`config.mk`:
```
export PLATFORM = sky130hd
export DESIGN_NAME = cpcc_top
export DESIGN_NICKNAME = d
export VERILOG_FILES = /design/src/cpcc_pkg.sv /design/src/cpcc_top.sv
export VERILOG_INCLUDE_DIRS = /design/src
export SDC_FILE = /design/constraint.sdc
export NUM_CORES = 1
export LEC_CHECK = 0
export ABC_AREA = 1
export BUFFER_PORTS_ARGS = -buffer_cell sky130_fd_sc_hd__buf_4
export CORE_MARGIN = 2
export CORE_UTILIZATION = 35
export DETAILED_ROUTE_END_ITERATION = 10
export GPL_ROUTABILITY_DRIVEN = 0
export SETUP_SLACK_MARGIN = 0.02
export SLEW_MARGIN = 0
export SYNTH_ARGS = -nofsm -noshare
export SYNTH_HDL_FRONTEND = slang
export SYNTH_SLANG_ARGS = --single-unit
export TNS_END_PERCENT = 10
```
`constraint.sdc`:
```
create_clock -name i_clk_sys -period 2.2 [get_ports i_clk_sys]
set_input_delay 0.33 -clock i_clk_sys [delete_from_list [all_inputs] [get_ports i_clk_sys]]
set_output_delay 0.33 -clock i_clk_sys [all_outputs]
set_load 0.1 [all_outputs]
```
`src/cpcc_params.svh`:
```
// Constants for the cluster power command block
`ifndef CPCC_PARAMS_SVH
`define CPCC_PARAMS_SVH
`define CPCC_NUM_CORES      6
`define CPCC_NUM_IO_COHERENCE_UNIT       2
`define CPCC_NUM_DOM        8
`define CPCC_CMD_LSB        0
`define CPCC_CMD_MSB        3
`define CPCC_CMD_CLOCK_GATED_COMMAND     4'h1
`define CPCC_CMD_PWROFF     4'h2
`define CPCC_CMD_PWRON      4'h3
`define CPCC_CMD_RESET      4'h4
`define CPCC_BASE_OFFSET    16'h0088
`define CPCC_BASE_EN_BIT    0
`define CPCC_BASE_MSB       47
`define CPCC_BASE_LSB       15
`define CPCC_BLK_GLOBAL     2'h0
`define CPCC_BLK_LOCAL      2'h1
`define CPCC_BLK_OTHER      2'h2
`define CPCC_CMD_OFFSET     13'h0000
`define CPCC_STAT_OFFSET    13'h0008
`define CPCC_STEP_CYCLES    4'h4
`endif

```
`src/cpcc_pkg.sv`:
```
// Types for the cluster power command block
package cpcc_pkg;
	typedef enum logic [2:0] {
		CPCC_OFF     = 3'h0,
		CPCC_PWR     = 3'h1,
		CPCC_CLK     = 3'h3,
		CPCC_RST     = 3'h2,
		CPCC_ACTIVE  = 3'h6,
		CPCC_GATED   = 3'h7,
		CPCC_DOWN    = 3'h5
	} cpcc_state_t;
	typedef struct packed {
		cpcc_state_t state;
		logic [3:0]  cur_cmd;
		logic [3:0]  pend_cmd;
		logic        pend;
		logic [3:0]  cnt;
	} cpcc_dom_t;
	typedef struct packed {
		logic        valid;
		logic        write;
		logic [47:0] addr;
		logic [31:0] wdata;
		logic [2:0]  req_id;
		logic        req_io_coherence_unit;
	} cpcc_req_t;
	typedef struct packed {
		logic        valid;
		logic [31:0] rdata;
	} cpcc_rsp_t;
endpackage

```
`src/cpcc_top.sv`:
```
// Per-domain power command sequencer with controller window decode
`include "cpcc_params.svh"
// Functional notes
// RULE1: Each domain has a command register; bits 3:0 written start a transition.
// RULE2: The coherence hub has no command register; only cores and IO units.
// RULE3: Code 1 gates clocks of an active non-coherent domain.
// RULE4: Code 1 on a powered-off domain powers up first, then gates clocks.
// RULE5: A clock-gated domain resumes operation on the power-on command.
// RULE6: Commands written during coherent mode wait until coherence drops.
// RULE7: Clock-gate or power-off during a sequence retargets the sequence; power-off still ends active, then the pending slot powers it off.
// RULE8: Code 2 powers the domain off.
// RULE9: Code 3 powers up, applies clocks and reset, ends operational.
// RULE10: Code 4 resets from active, off or gated; ends operational.
// RULE11: Offsets 0x0000-0x1FFF decode to the global block.
// RULE12: Offsets 0x2000-0x3FFF decode to the requester's own local block.
// RULE13: Offsets 0x4000-0x5FFF decode to another core's local block.
// RULE14: Requesters use aligned 32-bit uncached accesses only.
// RULE15: Window base is base register bits 47:15, low bits zero.
// RULE16: Base bit 0 enables decoding of the window.
// RULE17: Control state is kept separately for every domain.
// RULE18: Up to six cores and two IO units, each its own domain.
// RULE19: Unpopulated locations read zero; writes to them are dropped.
// RULE20: Writes from requesters without access privilege are ignored.
// RULE21: Requesters set the redirect target before using the core-other block.
// RULE22: Codes other than 1 to 4 change nothing.
// RULE23: Window hit needs enable set and address 47:15 equal to base.
module cpcc_top (
	input  wire logic                         i_clk_sys,
	input  wire logic                         i_resetn,
	input  wire cpcc_pkg::cpcc_req_t          i_req,
	input  wire logic [7:0]                   i_access_en,
	input  wire logic [2:0]                   i_redirect,
	input  wire logic                         i_base_wr,
	input  wire logic [63:0]                  i_base_wdata,
	input  wire logic [7:0]                   i_coherent,
	output logic                              o_hit,
	output cpcc_pkg::cpcc_rsp_t               o_rsp,
	output logic [63:0]                       o_base,
	output logic [7:0]                        o_dom_power,
	output logic [7:0]                        o_dom_clock,
	output logic [7:0]                        o_dom_reset
);
	import cpcc_pkg::*;

	typedef struct packed {
		cpcc_dom_t [`CPCC_NUM_DOM-1:0] dom;
		logic [63:0]                   base;
		logic                          hit;
		cpcc_rsp_t                     rsp;
		logic [7:0]                    pwr;
		logic [7:0]                    clk;
		logic [7:0]                    rst;
	} cpcc_st_t;

	cpcc_st_t st_reg;
	cpcc_st_t st_next;

	// Domain index: cores 0..5, IO units 6..7
	function automatic logic [2:0] dom_index(input logic io_coherence_unit, input logic [2:0] id);
		dom_index = io_coherence_unit ? 3'(`CPCC_NUM_CORES + {2'h0, id[0]}) : id;
	endfunction

	function automatic logic window_hit(input logic [63:0] base, input logic [47:0] a);
		window_hit = base[`CPCC_BASE_EN_BIT]
			&& (a[`CPCC_BASE_MSB:`CPCC_BASE_LSB] == base[`CPCC_BASE_MSB:`CPCC_BASE_LSB]);
	endfunction

	function automatic logic is_stable(input cpcc_state_t s);
		is_stable = (s == CPCC_ACTIVE) || (s == CPCC_GATED) || (s == CPCC_DOWN);
	endfunction

	logic       hit_c;
	logic [1:0] blk;
	logic [2:0] req_dom;
	logic [2:0] tgt_dom;
	logic       tgt_ok;
	logic       priv_ok;
	logic [12:0] roff;

	always_comb begin
		hit_c   = window_hit(st_reg.base, i_req.addr); // RULE23 RULE15 RULE16
		blk     = i_req.addr[14:13];
		roff    = i_req.addr[12:0];
		req_dom = dom_index(i_req.req_io_coherence_unit, i_req.req_id);
		tgt_dom = req_dom; // RULE12
		tgt_ok  = i_req.req_io_coherence_unit ? 1'b1 : (i_req.req_id < 3'(`CPCC_NUM_CORES)); // RULE18
		if (blk == `CPCC_BLK_OTHER) begin
			tgt_dom = i_redirect; // RULE13 RULE21
			tgt_ok  = i_redirect < 3'(`CPCC_NUM_CORES);
		end
		priv_ok = i_access_en[req_dom]; // RULE20
	end

	always_comb begin
		st_next = st_reg;
		st_next.hit = i_req.valid && hit_c;
		st_next.rsp = '0;
		if (i_base_wr) begin
			st_next.base = {16'h0000, i_base_wdata[47:15], 14'h0000, i_base_wdata[0]}; // RULE15
		end
		for (int d = 0; d < `CPCC_NUM_DOM; d++) begin // RULE17
			if (st_reg.dom[d].pend && !i_coherent[d] && is_stable(st_reg.dom[d].state)) begin
				st_next.dom[d].pend    = 1'b0; // RULE6
				st_next.dom[d].cur_cmd = st_reg.dom[d].pend_cmd;
				st_next.dom[d].cnt     = `CPCC_STEP_CYCLES;
				unique case (st_reg.dom[d].pend_cmd)
					`CPCC_CMD_CLOCK_GATED_COMMAND: st_next.dom[d].state =
						(st_reg.dom[d].state == CPCC_DOWN) ? CPCC_PWR : CPCC_GATED; // RULE3 RULE4
					`CPCC_CMD_PWROFF: st_next.dom[d].state = CPCC_DOWN; // RULE8
					`CPCC_CMD_PWRON: st_next.dom[d].state =
						(st_reg.dom[d].state == CPCC_DOWN) ? CPCC_PWR : CPCC_ACTIVE; // RULE5 RULE9
					default: st_next.dom[d].state = CPCC_RST; // RULE10
				endcase
			end else if (!is_stable(st_reg.dom[d].state)) begin
				if (st_reg.dom[d].cnt != 4'h0) begin
					st_next.dom[d].cnt = st_reg.dom[d].cnt - 4'h1;
				end else begin
					st_next.dom[d].cnt = `CPCC_STEP_CYCLES;
					unique case (st_reg.dom[d].state)
						CPCC_PWR: st_next.dom[d].state = CPCC_CLK;
						CPCC_CLK: st_next.dom[d].state = CPCC_RST;
						default: st_next.dom[d].state =
							(st_reg.dom[d].cur_cmd == `CPCC_CMD_CLOCK_GATED_COMMAND) ? CPCC_GATED
							: CPCC_ACTIVE; // RULE4 RULE9 RULE10
					endcase
				end
			end
			// Outputs follow state; reset asserted only in the reset step
			st_next.pwr[d] = (st_next.dom[d].state != CPCC_DOWN)
				&& (st_next.dom[d].state != CPCC_OFF);
			st_next.clk[d] = (st_next.dom[d].state == CPCC_CLK)
				|| (st_next.dom[d].state == CPCC_RST) || (st_next.dom[d].state == CPCC_ACTIVE);
			st_next.rst[d] = (st_next.dom[d].state == CPCC_RST);
		end
		if (i_req.valid && hit_c) begin
			if ((blk == `CPCC_BLK_LOCAL || blk == `CPCC_BLK_OTHER) && tgt_ok) begin // RULE2
				if (i_req.write && priv_ok && roff == `CPCC_CMD_OFFSET) begin
					if (i_req.wdata[3:0] >= `CPCC_CMD_CLOCK_GATED_COMMAND
						&& i_req.wdata[3:0] <= `CPCC_CMD_RESET) begin // RULE22
						// Pending slot overwritten: newest target wins
						st_next.dom[tgt_dom].pend     = 1'b1; // RULE1 RULE7
						st_next.dom[tgt_dom].pend_cmd = i_req.wdata[`CPCC_CMD_MSB:`CPCC_CMD_LSB];
						if (!is_stable(st_reg.dom[tgt_dom].state)
							&& (i_req.wdata[3:0] == `CPCC_CMD_PWROFF
							|| i_req.wdata[3:0] == `CPCC_CMD_CLOCK_GATED_COMMAND)) begin
							st_next.dom[tgt_dom].cur_cmd = i_req.wdata[3:0]; // RULE7
						end
					end
				end
				if (!i_req.write) begin
					st_next.rsp.valid = 1'b1;
					if (roff == `CPCC_CMD_OFFSET) begin
						st_next.rsp.rdata = {28'h000_0000, st_reg.dom[tgt_dom].cur_cmd};
					end else if (roff == `CPCC_STAT_OFFSET) begin
						st_next.rsp.rdata = {24'h00_0000, 3'h0, st_reg.dom[tgt_dom].pend,
							1'b0, 3'(st_reg.dom[tgt_dom].state)};
					end
				end
			end else if (!i_req.write) begin
				st_next.rsp.valid = 1'b1; // RULE19 RULE11
			end
		end
	end

	always_ff @(posedge i_clk_sys or negedge i_resetn) begin
		if (!i_resetn) begin
			st_reg <= '0;
		end else begin
			st_reg <= st_next;
		end
	end

	assign o_hit       = st_reg.hit;
	assign o_rsp       = st_reg.rsp;
	assign o_base      = st_reg.base;
	assign o_dom_power = st_reg.pwr;
	assign o_dom_clock = st_reg.clk;
	assign o_dom_reset = st_reg.rst;
endmodule // cpcc_top

```
---- Word level (Yosys, flattened, before mapping) ----
Index checks and enable logic that the tools add are counted.
storage, ports and cells
  bits in latches ......................... 0
  RAM bits ................................ 0
  bits in read-only memories .............. 0
  memories ................................ 0
  bits of input ports ..................... 172
  logic and storage cells ................. 404
  output and inout bits ................... 122
  flip-flop bits (word level) ............. 220
operators by class
  bitwise logic cells ..................... 0
  multiplexer cells ....................... 133
  divide/modulo/power cells ............... 0
  shifts and indexed selects .............. 0
  reductions and logical operators ........ 95
  $lt $le $gt $ge ......................... 7
  eq/ne operators ......................... 113
  multiply operators ...................... 0
  add/subtract/negate cells ............... 9
operators with widths
  cell                                                                number
  128-bit 2-to-1 mux                                                  5
  128-bit bitwise mux                                                 3
  16-bit demux with 3-bit select                                      3
  4-bit 2-to-1 mux                                                    32
  3-bit 2-to-1 mux                                                    42
  3-bit == test, second input constant                                35
  3-bit by 2-bit == test with 1-bit output, second input constant     24
  3-bit case mux with 3 select lines                                  8
  4-bit by 1-bit == test with 1-bit output, second input constant     17
  4-bit by 2-bit == test with 1-bit output, second input constant     17
  33-bit 2-to-1 mux                                                   2
  32-bit 2-to-1 mux                                                   2
  16-bit binary-select mux with 3-bit select                          1
  3-bit case mux with 2 select lines                                  8
  1-bit logical OR                                                    36
  33-bit == test                                                      1
  1-bit logical AND                                                   32
  4-bit nonzero test                                                  8
  4-bit by 1-bit subtractor with 4-bit output, second input constant  8
  3-bit by 1-bit == test with 1-bit output, second input constant     8
  3-bit inequality test, second input constant                        8
  3-bit nonzero test                                                  8
  1-bit 2-to-1 mux                                                    21
  16-bit 2-to-1 mux                                                   1
  16 further kinds                                                    27

---- Depth between registers and ports, before layout ----
  depth after elaboration ................. 15
  mapped depth ............................ 19
  mapped depth without buffers ............ 17

---- Least setup slack after synthesis ----
Ideal clock, no wire load.
  path kind ............................... input port to flip-flop
  from .................................... in i_req[49] in the netlist's numbering
  to ...................................... reg st_reg[211] in the netlist's numbering
  library setup time ...................... 0.123 ns
  stages .................................. 14
  data required time ...................... 2.077 ns
  path buffers ............................ 4
  arrival time ............................ 1.824 ns
  slack ................................... 0.253 ns
  cells stage by stage .................... inv_1 -> ha_1 -> buf_6 -> inv_6 -> nand2_4 -> nand2_4 -> buf_6 -> buf_2 -> nand2_1 -> nor2_1 -> nand4_1 -> buf_2 -> o21ai_0 -> nand2_1
RTL lines
  what                  RTL line         RTL
  from (decl)           cpcc_top.sv:30   input wire cpcc_pkg::cpcc_req_t i_req,
  to (signal assigned)  cpcc_top.sv:169  st_reg <= st_next;
  to (decl)             cpcc_top.sv:55   cpcc_st_t st_reg;

==> impl_table.tex <==
\begin{tabular}{lr}
\hline
Metric & Value \\
\hline
\multicolumn{2}{l}{\textbf{Run status}} \\
\quad Status & finished clean \\
\multicolumn{2}{l}{\textbf{GRT}} \\
\quad Global Route met3 Usage & 0.04876 \\
\quad Global routing met2 resource utilization & 0.3124 \\
\quad Maximum number of pins on one net before global-route repair & 62 \\
\quad Antenna violations before repair & 1 \\
\quad Global-route wire length before repair & 49,940 um \\
\quad Busiest layer in global routing & met2 \\
\quad Total gr overflow & 0 \\
\quad GRT Resource Usage Total & 0.1894 \\
\quad Met1 Usage GRT & 0.2478 \\
\quad Vias in the first global route & 9,676 \\
\multicolumn{2}{l}{\textbf{STA}} \\
\quad Setup repair after global routing missed its margin & false \\
\quad Total setup violations reported at the end of the flow & 0 \\
\quad Hold Slack & 0.07909 ns \\
\quad Fmax & 490.7 MHz \\
\quad Accumulated negative setup slack & 0 ns \\
\quad Smallest setup slack after layout & 0.1622 ns \\
\quad Final Hold Vio Count & 0 \\
\quad Final Cycle Share & 0.9263 \\
\quad Max Transition Viols Final & 0 \\
\quad Minimum period implied by the final worst setup slack & 2.038 ns \\
\quad Skew final & 0.01647 ns \\
\quad Max transition margin & 0.6260 \\
\quad Slew of the pin with the lowest slew margin & 0.5552 ns \\
\multicolumn{2}{l}{\textbf{Layout}} \\
\quad Antenna cell count & 0 \\
\quad Final net count & 1,943 \\
\quad Area growth, synth to finish & 19.83\% \\
\quad Final instance area & 13,730 um2 \\
\quad Fraction of layout cells with a size suffix above 1 & 0.1929 \\
\multicolumn{2}{l}{\textbf{Setup path}} \\
\quad Worst endpoint data arrival time & 2.37 ns \\
\quad Cells on worst reg2reg path & 13 \\
\quad Most used cell, CP & sky130\_fd\_sc\_hd\_\_nand2\_1 \\
\quad Largest fanout on the critical path & 9 \\
\quad Cell with the largest stage delay on the worst path & sky130\_fd\_sc\_hd\_\_dfrtp\_1 \\
\quad Critical path type & reg -> reg \\
\quad Worst Setup Start Kind & flop \\
\quad Worst path max stage delay & 0.39 ns \\
\quad Required time of the critical path & 2.53 ns \\
\quad Endpoint class of the critical path & flop \\
\quad Critical path cell sequence & inv\_1, nand2\_1, o21ai\_0, nor2\_1, nand2\_1, nor2\_1, nand3\_1, nor2\_2, buf\_12, nand4\_1, buf\_4, nand2\_1, o21ai\_0 \\
\multicolumn{2}{l}{\textbf{CTS}} \\
\quad Clk Latency, worst-skew pair & 0.46 ns \\
\quad CTS tree & yes \\
\quad Total number of clock tree sinks & 193 \\
\quad Buffer type at the clock tree root & sky130\_fd\_sc\_hd\_\_clkbuf\_16 \\
\quad Num CTS Buffers & 17 \\
\quad Clock-pin slew on the worst setup and hold paths & 0.08 ns \\
\quad Buffers from clock root to sink, at most & 2 \\
\quad Post-CTS Repair Setup Buffers & 0 \\
\quad Level count of the clock H-tree & 4 \\
\multicolumn{2}{l}{\textbf{Synthesis}} \\
\quad Post-synth top cells & sky130\_fd\_sc\_hd\_\_nand2\_1 (433), sky130\_fd\_sc\_hd\_\_inv\_1 (243), sky130\_fd\_sc\_hd\_\_dfrtp\_1 (193) \\
\quad Gate count of the mapped netlist & 1,584 \\
\quad Biggest area contributors in the synthesized netlist & sky130\_fd\_sc\_hd\_\_dfrtp\_1 (42\%), sky130\_fd\_sc\_hd\_\_nand2\_1 (14\%), sky130\_fd\_sc\_hd\_\_inv\_1 (8.0\%), sky130\_fd\_sc\_hd\_\_buf\_4 (7.9\%), sky130\_fd\_sc\_hd\_\_o21ai\_0 (6.6\%) \\
\quad Adder and majority gate portion of the synthesized area & 0.001092 \\
\quad Post-synth EDFFs & 0 \\
\quad Total of flip-flops plus latches after synthesis & 193 \\
\quad Cell with the most instances after synthesis & sky130\_fd\_sc\_hd\_\_nand2\_1 \\
\quad Complex-gate fraction of the synthesized area & 0.1178 \\
\quad Yosys top cell area share & 0.4214 \\
\quad Synth Flop Type & sky130\_fd\_sc\_hd\_\_dfrtp\_1 \\
\quad Share of cell area taken by muxes after synthesis & 0.007751 \\
\quad Library cell occupying the most area in the post-synthesis netlist & sky130\_fd\_sc\_hd\_\_dfrtp\_1 \\
\quad Post-synthesis xor/xnor area fraction & 0.009170 \\
\quad Simple-gate portion of the synthesized area & 0.2697 \\
\quad Combined area of all synthesized cells & 11,460 um2 \\
\quad Synthesized area per cell & 7.235 um2 \\
\quad Netlist cell types & 52 \\
\quad Combinational family with the most area after synthesis & simple AND/OR/NAND/NOR gates \\
\quad FFs w/ async S/R, synth & 1.000 \\
\quad Sequential share of the synthesized area & 0.4214 \\
\quad Synth Warn \# & 0 \\
\multicolumn{2}{l}{\textbf{Floorplan}} \\
\quad Count of standard-cell rows & 66 \\
\quad Die outline area & 34,210 um2 \\
\quad Die Wd & 185.0 um \\
\quad Die H & 185.0 um \\
\quad Standard cell core area & 32,370 um2 \\
\quad I/O pin total & 294 \\
\quad Initial cell density of the core & 0.3541 \\
\multicolumn{2}{l}{\textbf{Power}} \\
\quad Reported net switching power & 6.088 mW \\
\quad Worst voltage drop across the vdd grid & 0.5588 mV \\
\quad Clock share of power & 0.226 \\
\quad Share of power burned in combinational logic & 0.415 \\
\quad Share of power burned in registers & 0.359 \\
\quad Leakage power of the design & 7.143 nW \\
\quad Proportion of total power due to net switching & 0.4524 \\
\quad Total power density per cell area & 980.0 nW/um2 \\
\quad Internal power consumption & 7.370 mW \\
\multicolumn{2}{l}{\textbf{Hold path}} \\
\quad Worst hold path type & in -> reg \\
\quad Number of instances on the worst hold path & 3 \\
\multicolumn{2}{l}{\textbf{Route}} \\
\quad Routed wire length & 31,550 um \\
\quad Remaining DRCs & 0 \\
\quad Total vias in the final route & 10,120 \\
\quad Post-DRT Antenna Nets & 0 \\
\quad Average vias per placed instance & 4.548 \\
\quad Detailed-router iteration count before antenna repair & 5 \\
\quad Initial drt markers & 567 \\
\quad Routed len/inst & 14.18 um \\
\multicolumn{2}{l}{\textbf{Placed design}} \\
\quad Estimated wirelength of the detail-placed design & 24,830 um \\
\quad Worst slack at placement & -0.2737 ns \\
\quad Post-Place Cell Area & 13,130 um2 \\
\quad Number of port buffers & 178 \\
\multicolumn{2}{l}{\textbf{Run}} \\
\quad Number of maximum-capacitance constraint violations & 0 \\
\hline
\end{tabular}
## logic make-up after synthesis
| group | count (synthesis) |
|---|---|
| xor+xnor | 12 |
| buf+inv | 390 |
| fa+ha+maj | 1 |
| mux | 8 |
| compound gates | 243 |
| simple gates | 736 |
| other cells | 1 |
| flops | 193 |
## repair_timing
item	CTS	global route
hold endpoints to repair	52	0
hold buffers	1	0
endpoints found under the setup margin	1	17
gates resized for setup	1	9
pin swaps	0	2
## worst max-delay path: cells and delay by family, from the launching register on
family / cells / cell delay, ns
AND/OR/NAND/NOR: 8 / 0.97
buffers and inverters: 3 / 0.40
flip-flops: 1 / 0.39
AO/OA/AOI/OAI: 2 / 0.15
## worst paths after layout
kind                                        start                  endpoint  slack (ns)
setup / recovery           o_base[34]$_DFFE_PN0P_                      flop        0.16
hold / removal                   i_base_wdata[16]    o_base[16]$_DFFE_PN0P_        0.08
setup reg to reg           o_base[34]$_DFFE_PN0P_                      flop        0.16
hold reg to reg                              flop                      flop        0.49
max in group asynchronous                i_resetn     st_reg[138]$_DFF_PN0_        1.10
min in group asynchronous                i_resetn  o_dom_clock[2]$_DFF_PN0_        0.41
## power by group through the flow
| stage | registers [mW] | clock network, mW | logic (mW) |
|---|---|---|---|
| 4_1_cts | 4.83 | 3.12 | 5.62 |
| 3_5_place_dp | 4.88 | 0 | 5.61 |
| 3_3_place_gp | 4.88 | 0 | 5.53 |
| 2_1_floorplan | 4.70 | 0 | 4.63 |
| 6_report | 4.83 | 3.04 | 5.59 |
| 5_1_grt | 4.92 | 3.26 | 6.18 |
## layer usage
layer | part of all wire | wire, um | vias to the layer above
li1 | - | - | 5148
met1 | 0.46 | 14380 | 4659
met2 | 0.46 | 14570 | 276
met3 | 0.068 | 2138 | 34
met4 | 0.014 | 440 | 2
met5 | 0.00041 | 13 | -
## layout by cell type (no fill, tap or decap), types with 4 or more instances in the layout
cell / n
sky130_fd_sc_hd__nand2_1: 432
sky130_fd_sc_hd__or2_2: 6
sky130_fd_sc_hd__buf_12: 4
sky130_fd_sc_hd__nand2_2: 13
sky130_fd_sc_hd__a21oi_1: 37
sky130_fd_sc_hd__xnor2_1: 10
sky130_fd_sc_hd__a211oi_1: 9
sky130_fd_sc_hd__o21ai_0: 149
sky130_fd_sc_hd__nor3_1: 22
sky130_fd_sc_hd__and2_1: 6
sky130_fd_sc_hd__clkinv_4: 5
sky130_fd_sc_hd__inv_1: 243
sky130_fd_sc_hd__conb_1: 57
sky130_fd_sc_hd__clkbuf_16: 17
sky130_fd_sc_hd__nand3_1: 44
sky130_fd_sc_hd__buf_4: 248
sky130_fd_sc_hd__o22ai_1: 10
sky130_fd_sc_hd__nor2_2: 13
sky130_fd_sc_hd__inv_6: 6
sky130_fd_sc_hd__o211ai_1: 12
sky130_fd_sc_hd__dfrtp_1: 193
sky130_fd_sc_hd__nor2_1: 158
sky130_fd_sc_hd__nand4_1: 21
sky130_fd_sc_hd__o21ai_1: 11
sky130_fd_sc_hd__nand3b_1: 4
sky130_fd_sc_hd__mux2_2: 7
## per-stage QoR
step | power (mW) | util | instances
after CTS | 13.57 | 0.4234 | 2225
after floorplan | 9.328 | - | 1640
after global routing | 14.36 | 0.4242 | 2225
after detailed placement | 10.49 | 0.4057 | 2192
after global placement | 10.41 | 0.4057 | 2192
final | 13.46 | 0.4242 | 2225
## area by class of cell
cell class / count / area, um2
flip-flops and latches: 193 / 4830
fillers: 3356 / 18640
inverters: 247 / 932.1
repair buffers: 254 / 1966
clock inverters: 13 / 117.6
clock buffers: 19 / 442.9
multi-input cells: 1057 / 4892
well taps: 442 / 553.0
(Power assumes the default switching activity.)
